## config.mk

```make
export PLATFORM = sky130hd
export DESIGN_NAME = tcp_timer
export DESIGN_NICKNAME = d
export VERILOG_FILES = /design/src/inc/tcp_pkg.sv /design/src/design/tcp_edge_sync.sv /design/src/design/tcp_prescaler.sv /design/src/design/tcp_timer.sv
export SDC_FILE = /design/constraint.sdc
export NUM_CORES = 1
export LEC_CHECK = 0
export ABC_CLOCK_PERIOD_IN_PS = 3700
export BUFFER_PORTS_ARGS = -buffer_cell sky130_fd_sc_hd__buf_4
export CAP_MARGIN = 30
export CORE_ASPECT_RATIO = 1.25
export CORE_UTILIZATION = 52
export DETAILED_ROUTE_END_ITERATION = 6
export GPL_TIMING_DRIVEN = 0
export MAX_ROUTING_LAYER = met4
export PLACE_DENSITY = 0.81
export SETUP_SLACK_MARGIN = 0.2
export SKIP_CTS_REPAIR_TIMING = 1
export SLEW_MARGIN = 5
export SYNTH_ARGS = -nofsm -noshare
export SYNTH_HDL_FRONTEND = slang
export SYNTH_HIERARCHICAL = 1
export SYNTH_SLANG_ARGS = --single-unit
```

## constraint.sdc

```tcl
create_clock -name mclk_i -period 3.7 [get_ports mclk_i]
set_input_delay 0.555 -clock mclk_i [delete_from_list [all_inputs] [get_ports mclk_i]]
set_output_delay 0.555 -clock mclk_i [all_outputs]
set_load 0.02 [all_outputs]
```

## src/inc/tcp_pkg.sv

```systemverilog
// Package for the timer clock-select and prescale block
package tcp_pkg;
    // ==========================================================
    // Register map (byte addresses)
    localparam logic [3:0] TCP_CTRL_OFS = 4'h0;
    localparam logic [3:0] TCP_COUNT_OFS = 4'h4;
    localparam logic [3:0] TCP_STAT_OFS = 4'h8;

    // ==========================================================
    // Control field positions
    localparam int TCP_RUN_BIT = 15;
    localparam int TCP_GATE_BIT = 6;
    localparam int TCP_DIV_LSB = 4;
    localparam int TCP_SYNC_BIT = 2;
    localparam int TCP_SRC_BIT = 1;
    localparam int TCP_STAT_SYNC_MODE_BIT = 0;
    localparam logic [15:0] TCP_CTRL_RESET = 16'h0000;
    localparam logic [15:0] TCP_COUNT_RESET = 16'h0000;

    // ==========================================================
    // Prescale codes and terminal counts
    localparam logic [1:0] TCP_DIV_1 = 2'h0;
    localparam logic [1:0] TCP_DIV_8 = 2'h1;
    localparam logic [1:0] TCP_DIV_64 = 2'h2;
    localparam logic [1:0] TCP_DIV_256 = 2'h3;
    localparam logic [7:0] TCP_LAST_1 = 8'h00;
    localparam logic [7:0] TCP_LAST_8 = 8'h07;
    localparam logic [7:0] TCP_LAST_64 = 8'h3F;
    localparam logic [7:0] TCP_LAST_256 = 8'hFF;

    // ==========================================================
    // Types
    typedef struct packed {
        logic timer_run;
        logic gated_accumulate_enable;
        logic [1:0] clock_divide_select;
        logic external_edge_sync_select;
        logic count_source_select;
    } tcp_ctrl_t;

    typedef enum logic [1:0] {
        TCP_BUS_IDLE = 2'b00,
        TCP_BUS_ACK = 2'b01
    } tcp_bus_st_t;

    // Last prescaler count before an output pulse
    function automatic logic [7:0] tcp_div_last(input logic [1:0] code);
        case (code)
            TCP_DIV_1: tcp_div_last = TCP_LAST_1;
            TCP_DIV_8: tcp_div_last = TCP_LAST_8;
            TCP_DIV_64: tcp_div_last = TCP_LAST_64;
            default: tcp_div_last = TCP_LAST_256;
        endcase
    endfunction : tcp_div_last

    // Byte-enable merge of a 16-bit register
    function automatic logic [15:0] tcp_merge(input logic [15:0] old_v,
                                              input logic [15:0] new_v,
                                              input logic [1:0] be);
        tcp_merge = {be[1] ? new_v[15:8] : old_v[15:8], be[0] ? new_v[7:0] : old_v[7:0]};
    endfunction : tcp_merge
endpackage : tcp_pkg

```

## src/design/tcp_edge_sync.sv

```systemverilog
// Pin edge detection, raw and through a two-stage synchroniser
`timescale 1ns/1ps
module tcp_edge_sync import tcp_pkg::*; (
    input wire logic mclk_i,
    input wire logic rstn_i,
    input wire logic pin_i,
    output logic rise_raw_o,
    output logic rise_sync_o,
    output logic level_sync_o
);
    // ==========================================================
    // State
    typedef struct packed {
        logic raw_prev;
        logic meta;
        logic stable;
        logic stable_prev;
    } tcp_es_t;

    tcp_es_t st_r;
    tcp_es_t st_nxt;

    always_comb begin
        st_nxt = st_r;
        st_nxt.raw_prev = pin_i;
        st_nxt.meta = pin_i;
        st_nxt.stable = st_r.meta;
        st_nxt.stable_prev = st_r.stable;
    end

    always_ff @(posedge mclk_i or negedge rstn_i) begin
        if (!rstn_i) begin
            st_r <= '0;
        end else begin
            st_r <= st_nxt;
        end
    end

    // Raw path costs no latency but trusts the pin to be clean
    assign rise_raw_o = pin_i & ~st_r.raw_prev;
    assign rise_sync_o = st_r.stable & ~st_r.stable_prev;
    assign level_sync_o = st_r.stable;
endmodule : tcp_edge_sync

```

## src/design/tcp_prescaler.sv

```systemverilog
// Divide-by-1/8/64/256 prescaler producing one-cycle pulses
`timescale 1ns/1ps
module tcp_prescaler import tcp_pkg::*; #(
    parameter int PS_W = 8
) (
    input wire logic mclk_i,
    input wire logic rstn_i,
    input wire logic clear_i,
    input wire logic tick_i,
    input wire logic [1:0] div_sel_i,
    output logic pulse_o
);
    // ==========================================================
    // Elaboration check
    if (PS_W < 8) begin : g_bad_width
        $error("tcp_prescaler: PS_W must hold a count of 255");
    end

    typedef struct packed {
        logic [PS_W-1:0] cnt;
    } tcp_ps_t;

    tcp_ps_t st_r;
    tcp_ps_t st_nxt;
    logic at_last;

    assign at_last = (st_r.cnt[7:0] >= tcp_div_last(div_sel_i));
    assign pulse_o = tick_i & at_last & ~clear_i;

    always_comb begin
        st_nxt = st_r;
        if (clear_i || pulse_o) begin
            st_nxt.cnt = '0;
        end else if (tick_i) begin
            st_nxt.cnt = st_r.cnt + 1'b1;
        end
    end

    always_ff @(posedge mclk_i or negedge rstn_i) begin
        if (!rstn_i) begin
            st_r <= '0;
        end else begin
            st_r <= st_nxt;
        end
    end

    // ==========================================================
    // Checks
    div256_span_a: assert property (@(posedge mclk_i) disable iff (!rstn_i)
        (pulse_o && div_sel_i == TCP_DIV_256 && $stable(div_sel_i))
        |-> st_r.cnt[7:0] == 8'hFF)
        else $error("divide-by-256 pulse at wrong count");
    div8_span_a: assert property (@(posedge mclk_i) disable iff (!rstn_i)
        (pulse_o && div_sel_i == TCP_DIV_8 && $stable(div_sel_i))
        |-> st_r.cnt[7:0] == 8'h07)
        else $error("divide-by-8 pulse at wrong count");
endmodule : tcp_prescaler

```

## src/design/tcp_timer.sv

```systemverilog
// Timer with clock-source select, edge sync, gating and prescaler
`timescale 1ns/1ps
module tcp_timer import tcp_pkg::*; #(
    parameter int CNT_W = 16
) (
    input wire logic mclk_i,
    input wire logic rstn_i,
    input wire logic [3:0] avs_address_i,
    input wire logic avs_read_i,
    input wire logic avs_write_i,
    input wire logic [31:0] avs_writedata_i,
    input wire logic [3:0] avs_byteenable_i,
    output logic [31:0] avs_readdata_o,
    output logic avs_waitrequest_o,
    input wire logic timer_ext_clock_pin_i,
    output logic [CNT_W-1:0] timer_count_value_o,
    output logic sync_counter_mode_o
);
    // ==========================================================
    // Elaboration check
    if (CNT_W != 16) begin : g_bad_width
        $error("tcp_timer: the count register is 16 bits wide");
    end

    // ==========================================================
    // State
    typedef struct packed {
        tcp_bus_st_t bus_st;
        tcp_ctrl_t ctrl;
        logic [15:0] count;
        logic [31:0] rdata;
    } tcp_tm_t;

    tcp_tm_t st_r;
    tcp_tm_t st_nxt;

    logic rise_raw;
    logic rise_sync;
    logic gate_level;
    logic tick;
    logic ps_pulse;
    logic sync_mode;
    logic req;
    logic accept;
    logic wr_ctrl;
    logic wr_count;
    logic [15:0] ctrl_view;
    logic [15:0] ctrl_wr;

    // ==========================================================
    // Pin front end and prescaler
    tcp_edge_sync u_edge (
        .mclk_i(mclk_i),
        .rstn_i(rstn_i),
        .pin_i(timer_ext_clock_pin_i),
        .rise_raw_o(rise_raw),
        .rise_sync_o(rise_sync),
        .level_sync_o(gate_level)
    );

    // External source ignores the gate; internal source ignores sync
    always_comb begin
        if (st_r.ctrl.count_source_select) begin
            tick = st_r.ctrl.external_edge_sync_select ? rise_sync : rise_raw;
        end else if (st_r.ctrl.gated_accumulate_enable) begin
            tick = gate_level;
        end else begin
            tick = 1'b1;
        end
    end

    tcp_prescaler #(
        .PS_W(8)
    ) u_ps (
        .mclk_i(mclk_i),
        .rstn_i(rstn_i),
        .clear_i(~st_r.ctrl.timer_run),
        .tick_i(tick),
        .div_sel_i(st_r.ctrl.clock_divide_select),
        .pulse_o(ps_pulse)
    );

    assign sync_mode = st_r.ctrl.count_source_select
                     & st_r.ctrl.external_edge_sync_select
                     & st_r.ctrl.timer_run;

    // ==========================================================
    // Avalon-MM slave: one wait cycle, then the answer
    assign req = avs_read_i | avs_write_i;
    assign accept = req & (st_r.bus_st == TCP_BUS_ACK);
    assign avs_waitrequest_o = req & (st_r.bus_st != TCP_BUS_ACK);
    assign wr_ctrl = accept & avs_write_i & (avs_address_i == TCP_CTRL_OFS);
    assign wr_count = accept & avs_write_i & (avs_address_i == TCP_COUNT_OFS);

    always_comb begin
        ctrl_view = '0;
        ctrl_view[TCP_RUN_BIT] = st_r.ctrl.timer_run;
        ctrl_view[TCP_GATE_BIT] = st_r.ctrl.gated_accumulate_enable;
        ctrl_view[TCP_DIV_LSB +: 2] = st_r.ctrl.clock_divide_select;
        ctrl_view[TCP_SYNC_BIT] = st_r.ctrl.external_edge_sync_select;
        ctrl_view[TCP_SRC_BIT] = st_r.ctrl.count_source_select;
    end

    assign ctrl_wr = tcp_merge(ctrl_view, avs_writedata_i[15:0], avs_byteenable_i[1:0]);

    always_comb begin
        st_nxt = st_r;
        case (st_r.bus_st)
            TCP_BUS_IDLE: begin
                if (req) begin
                    st_nxt.bus_st = TCP_BUS_ACK;
                    // Read data is captured now and stands through the answer edge
                    case (avs_address_i)
                        TCP_CTRL_OFS: st_nxt.rdata = {16'h0000, ctrl_view};
                        TCP_COUNT_OFS: st_nxt.rdata = {16'h0000, st_r.count};
                        TCP_STAT_OFS: st_nxt.rdata = {31'h0, sync_mode};
                        default: st_nxt.rdata = 32'h0000_0000;
                    endcase
                end
            end
            TCP_BUS_ACK: begin
                st_nxt.bus_st = TCP_BUS_IDLE;
            end
            default: begin
                st_nxt.bus_st = TCP_BUS_IDLE;
            end
        endcase

        if (wr_ctrl) begin
            st_nxt.ctrl.timer_run = ctrl_wr[TCP_RUN_BIT];
            st_nxt.ctrl.gated_accumulate_enable = ctrl_wr[TCP_GATE_BIT];
            st_nxt.ctrl.clock_divide_select = ctrl_wr[TCP_DIV_LSB +: 2];
            st_nxt.ctrl.external_edge_sync_select = ctrl_wr[TCP_SYNC_BIT];
            st_nxt.ctrl.count_source_select = ctrl_wr[TCP_SRC_BIT];
        end

        // Outside synchronous counter mode a software write wins over an increment in the same cycle
        if (wr_count && !sync_mode) begin
            st_nxt.count = tcp_merge(st_r.count, avs_writedata_i[15:0],
                                     avs_byteenable_i[1:0]);
        end else if (st_r.ctrl.timer_run && ps_pulse) begin
            st_nxt.count = st_r.count + 16'h0001;
        end
    end

    always_ff @(posedge mclk_i or negedge rstn_i) begin
        if (!rstn_i) begin
            st_r.bus_st <= TCP_BUS_IDLE;
            st_r.ctrl <= tcp_ctrl_t'(6'h00);
            st_r.count <= TCP_COUNT_RESET;
            st_r.rdata <= 32'h0000_0000;
        end else begin
            st_r <= st_nxt;
        end
    end

    assign avs_readdata_o = st_r.rdata;
    assign timer_count_value_o = st_r.count;
    assign sync_counter_mode_o = sync_mode;

    // ==========================================================
    // Checks
    logic [15:0] cnt_plus;
    assign cnt_plus = st_r.count + 16'h0001;

    sync_mode_flag_a: assert property (@(posedge mclk_i) disable iff (!rstn_i)
        wr_ctrl && ctrl_wr[TCP_RUN_BIT] && ctrl_wr[TCP_SYNC_BIT] && ctrl_wr[TCP_SRC_BIT]
        |=> sync_counter_mode_o)
        else $error("synchronous counter mode not entered");

    write_dropped_a: assert property (@(posedge mclk_i) disable iff (!rstn_i)
        (wr_count && sync_mode) |=>
        (st_r.count == $past(st_r.count) || st_r.count == $past(cnt_plus)))
        else $error("count written in synchronous counter mode");

    write_taken_a: assert property (@(posedge mclk_i) disable iff (!rstn_i)
        (wr_count && !sync_mode && avs_byteenable_i[1:0] == 2'b11)
        |=> st_r.count == $past(avs_writedata_i[15:0]))
        else $error("count write lost outside synchronous counter mode");

    internal_step_a: assert property (@(posedge mclk_i) disable iff (!rstn_i)
        (st_r.ctrl.timer_run && !st_r.ctrl.count_source_select
         && !st_r.ctrl.gated_accumulate_enable
         && st_r.ctrl.clock_divide_select == TCP_DIV_1 && !wr_count && !wr_ctrl)
        |=> st_r.count == $past(cnt_plus))
        else $error("internal clock did not step the count");

    raw_edge_step_a: assert property (@(posedge mclk_i) disable iff (!rstn_i)
        (st_r.ctrl.timer_run && st_r.ctrl.count_source_select
         && !st_r.ctrl.external_edge_sync_select
         && st_r.ctrl.clock_divide_select == TCP_DIV_1 && rise_raw && !wr_count)
        |=> st_r.count == $past(cnt_plus))
        else $error("raw pin edge did not step the count");

    gate_hold_a: assert property (@(posedge mclk_i) disable iff (!rstn_i)
        (st_r.ctrl.timer_run && !st_r.ctrl.count_source_select
         && st_r.ctrl.gated_accumulate_enable && !gate_level && !wr_count)
        |=> $stable(st_r.count))
        else $error("count moved while gate was low");

    stop_hold_a: assert property (@(posedge mclk_i) disable iff (!rstn_i)
        (!st_r.ctrl.timer_run && !wr_count)[*2] |=> $stable(st_r.count))
        else $error("count moved while stopped");

    div8_rate_a: assert property (@(posedge mclk_i) disable iff (!rstn_i)
        (st_r.ctrl.timer_run && ps_pulse && !st_r.ctrl.count_source_select
         && !st_r.ctrl.gated_accumulate_enable
         && st_r.ctrl.clock_divide_select == TCP_DIV_8 && !wr_ctrl)
        |=> !ps_pulse[*7])
        else $error("divide-by-8 pulses too close");

    bus_answer_a: assert property (@(posedge mclk_i) disable iff (!rstn_i)
        ($rose(req) && st_r.bus_st == TCP_BUS_IDLE) |=> !avs_waitrequest_o)
        else $error("bus answer late");

    ack_once_a: assert property (@(posedge mclk_i) disable iff (!rstn_i)
        (st_r.bus_st == TCP_BUS_ACK) |=> st_r.bus_st == TCP_BUS_IDLE)
        else $error("bus answered twice in a row");

    // Read data is captured a cycle early; nothing may move it before the answer edge
    rdata_hold_a: assert property (@(posedge mclk_i) disable iff (!rstn_i)
        (st_r.bus_st == TCP_BUS_ACK) |=> $stable(avs_readdata_o))
        else $error("read data moved after the answer");

    status_read_a: assert property (@(posedge mclk_i) disable iff (!rstn_i)
        (accept && avs_read_i && avs_address_i == TCP_STAT_OFS)
        |-> avs_readdata_o == {31'h0000_0000, sync_mode})
        else $error("status read disagrees with the mode");

    // ==========================================================
    // Field and mode checks
    gate_bit_a: assert property (@(posedge mclk_i) disable iff (!rstn_i)
        (wr_ctrl && avs_byteenable_i[0])
        |=> ctrl_view[TCP_GATE_BIT] == $past(avs_writedata_i[TCP_GATE_BIT]))
        else $error("gate enable bit not written");

    div_field_a: assert property (@(posedge mclk_i) disable iff (!rstn_i)
        (wr_ctrl && avs_byteenable_i[0])
        |=> st_r.ctrl.clock_divide_select == $past(avs_writedata_i[TCP_DIV_LSB +: 2]))
        else $error("divide code not written");

    mode_off_a: assert property (@(posedge mclk_i) disable iff (!rstn_i)
        (wr_ctrl && !ctrl_wr[TCP_RUN_BIT]) |=> !sync_counter_mode_o)
        else $error("synchronous counter mode kept with run cleared");

    sync_hold_a: assert property (@(posedge mclk_i) disable iff (!rstn_i)
        (sync_mode && !ps_pulse) |=> $stable(st_r.count))
        else $error("count moved in synchronous counter mode without a pulse");

    // ==========================================================
    // Step checks; edge and gate steps only at divide-by-1, pulse_step_a checks the step at every code
    sync_edge_step_a: assert property (@(posedge mclk_i) disable iff (!rstn_i)
        (st_r.ctrl.timer_run && st_r.ctrl.count_source_select
         && st_r.ctrl.external_edge_sync_select
         && st_r.ctrl.clock_divide_select == TCP_DIV_1 && rise_sync && !wr_count)
        |=> st_r.count == $past(cnt_plus))
        else $error("synchronised pin edge did not step the count");

    edge_only_a: assert property (@(posedge mclk_i) disable iff (!rstn_i)
        (st_r.ctrl.timer_run && st_r.ctrl.count_source_select
         && !st_r.ctrl.external_edge_sync_select && !rise_raw && !wr_count)
        |=> $stable(st_r.count))
        else $error("count moved without a raw pin edge");

    gate_count_a: assert property (@(posedge mclk_i) disable iff (!rstn_i)
        (st_r.ctrl.timer_run && !st_r.ctrl.count_source_select
         && st_r.ctrl.gated_accumulate_enable && gate_level
         && st_r.ctrl.clock_divide_select == TCP_DIV_1 && !wr_count)
        |=> st_r.count == $past(cnt_plus))
        else $error("count held while gate was high");

    div1_every_a: assert property (@(posedge mclk_i) disable iff (!rstn_i)
        (st_r.ctrl.timer_run && tick && st_r.ctrl.clock_divide_select == TCP_DIV_1)
        |-> ps_pulse)
        else $error("divide-by-1 missed a tick");

    stop_quiet_a: assert property (@(posedge mclk_i) disable iff (!rstn_i)
        !st_r.ctrl.timer_run |-> !ps_pulse)
        else $error("prescaler pulsed while stopped");

    pulse_step_a: assert property (@(posedge mclk_i) disable iff (!rstn_i)
        (st_r.ctrl.timer_run && ps_pulse && !wr_count) |=> st_r.count == $past(cnt_plus))
        else $error("prescaler pulse did not step the count");

    count_quiet_a: assert property (@(posedge mclk_i) disable iff (!rstn_i)
        (!ps_pulse && !wr_count) |=> $stable(st_r.count))
        else $error("count moved without pulse or write");

    // ==========================================================
    // Scenario covers

    sync_count_c: cover property (@(posedge mclk_i) disable iff (!rstn_i)
        sync_mode && ps_pulse);
    dropped_write_c: cover property (@(posedge mclk_i) disable iff (!rstn_i)
        wr_count && sync_mode);
    gated_count_c: cover property (@(posedge mclk_i) disable iff (!rstn_i)
        st_r.ctrl.gated_accumulate_enable && !st_r.ctrl.count_source_select && ps_pulse);
    div256_c: cover property (@(posedge mclk_i) disable iff (!rstn_i)
        st_r.ctrl.clock_divide_select == TCP_DIV_256 && ps_pulse);
    raw_edge_c: cover property (@(posedge mclk_i) disable iff (!rstn_i)
        st_r.ctrl.count_source_select && !st_r.ctrl.external_edge_sync_select && ps_pulse);
endmodule : tcp_timer

```

# --- Word-level counts from Yosys, hierarchy flattened ---
# Index checks and enable logic that the tools add are counted.
totals:
  reg_bits: 67
  in_bits: 45
  out_inout_bits: 50
op_classes:
  n_addsub: 2
  magnitude_cmp: 1
  n_eq_ne: 9
  n_mux: 13
  n_bitwise: 15
  reduce_logical: 14
op_table:
  columns: ["op", "count"]
  rows:
  - ["16-bit case mux with 3 select lines", 1]
  - ["16-bit two-way mux", 2]
  - ["8-bit two-way mux", 4]
  - ["8-bit case mux with 3 select lines", 1]
  - ["16-bit by 1-bit adder with 16-bit output, second input constant", 1]
  - ["1-bit AND", 11]
  - ["2-bit AND reduction", 5]
  - ["8-bit by 1-bit adder with 8-bit output, second input constant", 1]
  - ["8-bit >= comparator", 1]
  - ["2-bit inequality test, second input constant", 3]
  - ["2-bit by 1-bit equality test with 1-bit output, second input constant", 2]
  - ["4-bit by 3-bit equality test with 1-bit output, second input constant", 1]
  - ["4-bit equality test, second input constant", 1]
  - ["2-bit zero test", 2]
  - ["4-bit zero test", 1]
  - ["2-bit two-way mux", 2]
  - ["2-bit nonzero test", 2]
  - ["1-bit two-way mux", 3]
  - ["1-bit NOT", 3]
  - ["2-bit equality test, second input constant", 1]
  - ["1-bit logical AND", 2]
  - ["2-bit by 1-bit inequality test with 1-bit output, second input constant", 1]
  - ["1-bit zero test", 1]
  - ["1-bit logical OR", 1]
  - ["1-bit OR", 1]

# --- Depth between registers and ports, before layout ---
logic_depth:
  word_depth: 9
  depth_mapped: 12
  depth_no_buf: 11

# --- Modules after synthesis ---
# Netlist, hierarchy kept.
modules_own_cells:
  columns: ["mod", "n_inst", "cells_per_inst", "area_per_inst_um2", "seq_area_each_um2"]
  rows:
  - ["tcp_timer", 1, 257, 2422.3, 975.9]
  - ["tcp_prescaler", 1, 63, 620.6, 200.2]
  - ["tcp_edge_sync", 1, 5, 102.6, 75.1]

# --- Worst setup path after synthesis ---
# OpenSTA, ideal clock, no wires.
synth_timing:
  path_kind: "reg-to-reg"
  start: "register st_r, in the netlist ctrl_view[5]"
  end: "register st_r, in the netlist timer_count_value_o[10]"
  t_arrival_ns: 2.531
  required_ns: 3.613
  slack_ns: 1.082
  path_stages_with_launch: 12
  synth_period_minus_slack_ns: 2.618
  cell_sequence: "dfrtp_1 nor2_1 ha_1 nor4_2 o32ai_1 nand4_1 a21oi_1 and4_1 nor3b_4 nand2_1 or4_1 o211ai_1"
synth_via:
  elab_chain_len: 8
synth_rtl:
  columns: ["element", "line", "rtl"]
  rows:
  - ["start, declared", "tcp_timer.sv:34", "tcp_tm_t st_r;"]
  - ["start signal, assigned", "tcp_timer.sv:153", "st_r <= st_nxt;"]
  - ["2-bit equality test (tied with other cells)", "tcp_pkg.sv:48", "case (code)"]
  - ["8-bit case mux with 3 select lines *", "tcp_pkg.sv:48", null]
  - ["8-bit >= comparator *", "tcp_prescaler.sv:27", "assign at_last = (st_r.cnt[7:0] >= tcp_div_last(div_sel_i));"]
  - ["1-bit AND * (2 in series)", "tcp_prescaler.sv:28", "assign pulse_o = tick_i & at_last & ~clear_i;"]
  - ["net ps_pulse", "tcp_timer.sv:41", "logic ps_pulse;"]
  - ["1-bit logical AND *", "tcp_timer.sv:141", "end else if (st_r.ctrl.timer_run && ps_pulse) begin"]
  - ["2-bit nonzero test (no line) *", null, null]
  - ["2-bit AND reduction (no line) *", null, null]
# The timed path passes the listed nets; every way through them passes the cells marked *.
# A chain may end at the register's enable or synchronous reset.

# --- Worst setup path in the final report ---
# Ends and elaborated chain as after synthesis.

==> results_dict.tcl <==
set metrics [dict create \
    outcome "complete, no violations" \
    synth_flop_cell "dfrtp_1" \
    switching_share 0.330 \
    finalCriticalPeriod_ps 3180 \
    rr_startpoint "ctrl_view[5]$_DFFE_PN0P_" \
    pre_cts_slack_ps 587 \
    yosysSeqAreaShare 0.398 \
    ant_nets 0 \
    internal_power_w 0.000896 \
    fp.dieW_um 71.6 \
    skew_ps 15.5 \
    finalWeightedCongestion 0.895 \
    seqPwrFrac 0.487 \
    power.leakage_nw 1.84 \
    synth_cell_types 58 \
    fin_ws_ps 524 \
    area_delta_synth_final_pct 21.4 \
    wl_um 7160 \
    synth_top_area_share 0.398 \
    syn_inst 325 \
    drt-pass1-iter-count 4 \
    core_area_um2 5820 \
    p_clk_frac 0.248 \
    synth.area.top_cells "dfrtp_1 40%, buf_4 12%, nand2_1 3.6%" \
    pwr-share-comb 0.265 \
    clkLatencyLatePin_ps 310 \
    pin_count 95 \
    setup_violations 0 \
    rr_worst_depth 11 \
    drc_errors 0 \
    htree_levels 2 \
    hold_class "input pin to asynchronous set/reset pin" \
    worstPathArrival_ps 3410 \
    rows 31 \
    fmax_mhz 315 \
    ff2ff_setup_slack_ps 520 \
    cap_violations 0 \
    cts_buffers 5 \
    drive_gt1_frac 0.369 \
    track_usage 0.241 \
    die_h_um 89.0 \
    fin_crit_sh 0.858 \
    port_buffers 59 \
    grt_pass1_wl_um 11500 \
    power.density_nw_per_um2 350 \
    synth_edf_count 0 \
    cts_buffer_depth 2 \
    tightest_slew_ps 643 \
    dr_total_vias 2639 \
    critPathKind "register to register" \
    antennaDiodeCount 0 \
    finish.instance_area_um2 3820 \
    clock-sinks 50 \
    wl_per_cell_um 15.1 \
    cts_root_buffer "clkbuf_8" \
    synth-seq-cells 50 \
    synth-async-reset-ratio 1.00 \
    grt_antenna_before_repair 0 \
    final_cells 473 \
    grt_setup_unrepaired "no" \
    netlist_area_um2 3150 \
    dpl_cell_area_um2 3730 \
    initial_core_util 0.541 \
    fill_cells 487 \
    cts_tree "done" \
    drv_slew 0 \
    synth_top_area_cell "dfrtp_1" \
    r2r-end "timer_count_value_o[10]$_DFFE_PN0P_" \
    fin_nets 456 \
    grt_pass1_vias 2479 \
    vias_per_cell 5.58 \
    end_kind "register" \
    tns_ps 0 \
    dp_cells 465 \
    crit_fanout 8 \
    yosys_warnings 6 \
    dieArea_um2 6370 \
    drtIter0Drc 164 \
    dp_hpwl_um 5360 \
    slew_headroom 0.571 \
    overflow 0 \
    cts.clk_slew.worst_paths_ps 100 \
    p_sw_w 0.000441 \
    peakVddDrop_mv 0.256 \
    required_ps 3930 \
    cp-startpoint "ctrl_view[5]$_DFFE_PN0P_" \
    grt_start_max_net_pins 51 \
    synth.avg_cell_area_um2 9.68 \
    cp-start-kind "register" \
    hold_viol 0 \
]
-- critical path, stage by stage, from the launching register on --
cell and delay, ps:
dfrtp_1 490, nor2_1 90, ha_1 310, nor4_2 40
o32ai_1 330, nand4_1 180, a21oi_1 310, and4_1 350
nor3b_4 340, nand2_1 140, or4_1 420, o211ai_1 90
-- area by class of cell --
class	count	area (um2)	area share
clock buffers	5	68.8	0.0180
inverters	8	30.0	0.00786
multi-input cells	222	1480	0.387
clock inverters	3	23.8	0.00622
repair buffers	59	443	0.116
plain buffers	60	444	0.116
flip-flops and latches	50	1250	0.328
well taps	66	82.6	0.0216
-- cells in the final DEF (no fill, tap or decap), drive strengths merged, types with 4 or more instances in the layout --
cell type / n
buf: 116
dfrtp: 50
nand2: 30
o21ai: 21
nor2: 18
conb: 16
nand3: 11
a21oi: 11
nor3: 10
a22o: 9
inv: 9
and3: 8
mux2i: 8
clkbuf: 8
a31oi: 6
o211ai: 6
mux2: 6
nand4: 5
ha: 5
xnor2: 5
nor3b: 4
-- worst max path at each step --
| stage | endpoint | cells past startpoint |
|---|---|---|
| after floorplan | timer_count_value_o[10]$_DFFE_PN0P_ | 11 |
| after global placement | timer_count_value_o[10]$_DFFE_PN0P_ | 11 |
| after detailed placement | timer_count_value_o[10]$_DFFE_PN0P_ | 11 |
| after CTS | timer_count_value_o[10]$_DFFE_PN0P_ | 11 |
| after global routing | timer_count_value_o[10]$_DFFE_PN0P_ | 11 |
| final | timer_count_value_o[10]$_DFFE_PN0P_ | 11 |
-- sequential cells by signal, summed over array words and instances, names as in the netlist --
signal,cells
u_edge/st_nxt,1
st_r,1
avs_readdata_o,16
timer_count_value_o,16
u_edge/level_sync_o,1
ctrl_view,6
u_edge/st_r,1
u_ps/st_r,8
-- cell families after synthesis --
logic type,count (synthesis),synth area share
AO/OA/AOI/OAI,69,0.147
XOR/XNOR,7,0.0219
adder cells (fa/ha/maj),5,0.0199
buffers and inverters,68,0.151
flip-flops,50,0.398
multiplexers,14,0.0469
other,1,0.00119
AND/OR/NAND/NOR,111,0.215
-- Yosys cell counts (2+ instances only) --
cell type and n:
o211ai_1 6, xor2_1 2, nor3_2 7, o21ai_0 18
buf_4 49, nand2b_1 3, dfrtp_1 50, and4_1 3
or4_1 2, a41oi_1 3, nand2_1 30, buf_6 4
a31oi_1 6, ha_1 5, nand3_1 11, buf_2 4
a22o_1 9, and3_1 8, and2_1 2, or3_1 2
clkbuf_1 3, nor2b_4 2, or4b_4 2, xnor2_1 4
nor3b_1 3, mux2_2 6, nand3b_1 2, o21ai_1 3
a21oi_1 10, nor2_1 17, inv_1 7, mux2i_1 8
o2111ai_1 2, nand4_1 5, nor3_1 3, o22a_1 2
-- metal layers --
metal	global-route usage	vias to the layer above	wire [um]
li1	-	1266	-
met1	0.273	1269	2840
met2	0.423	87	3810
met3	0.0361	17	343
met4	0.111	0	166
met5	-	-	0
-- metrics by stage --
stage	hold WS [ps]	power, W	util
5_1_grt	305	0.00140	0.657
4_1_cts	269	0.00135	0.657
6_report	256	0.00134	0.657
3_3_place_gp	396	0.00101	0.641
3_5_place_dp	402	0.00102	0.641
2_1_floorplan	259	0.000884	-
-- power by group through the flow --
stage	sequential (W)	combinational [W]	clock, W
6_report	0.000651	0.000354	0.000332
5_1_grt	0.000657	0.000387	0.000361
4_1_cts	0.000650	0.000355	0.000342
3_5_place_dp	0.000661	0.000354	0
3_3_place_gp	0.000658	0.000348	0
2_1_floorplan	0.000636	0.000248	0
Power figures use the tool's default switching activity.
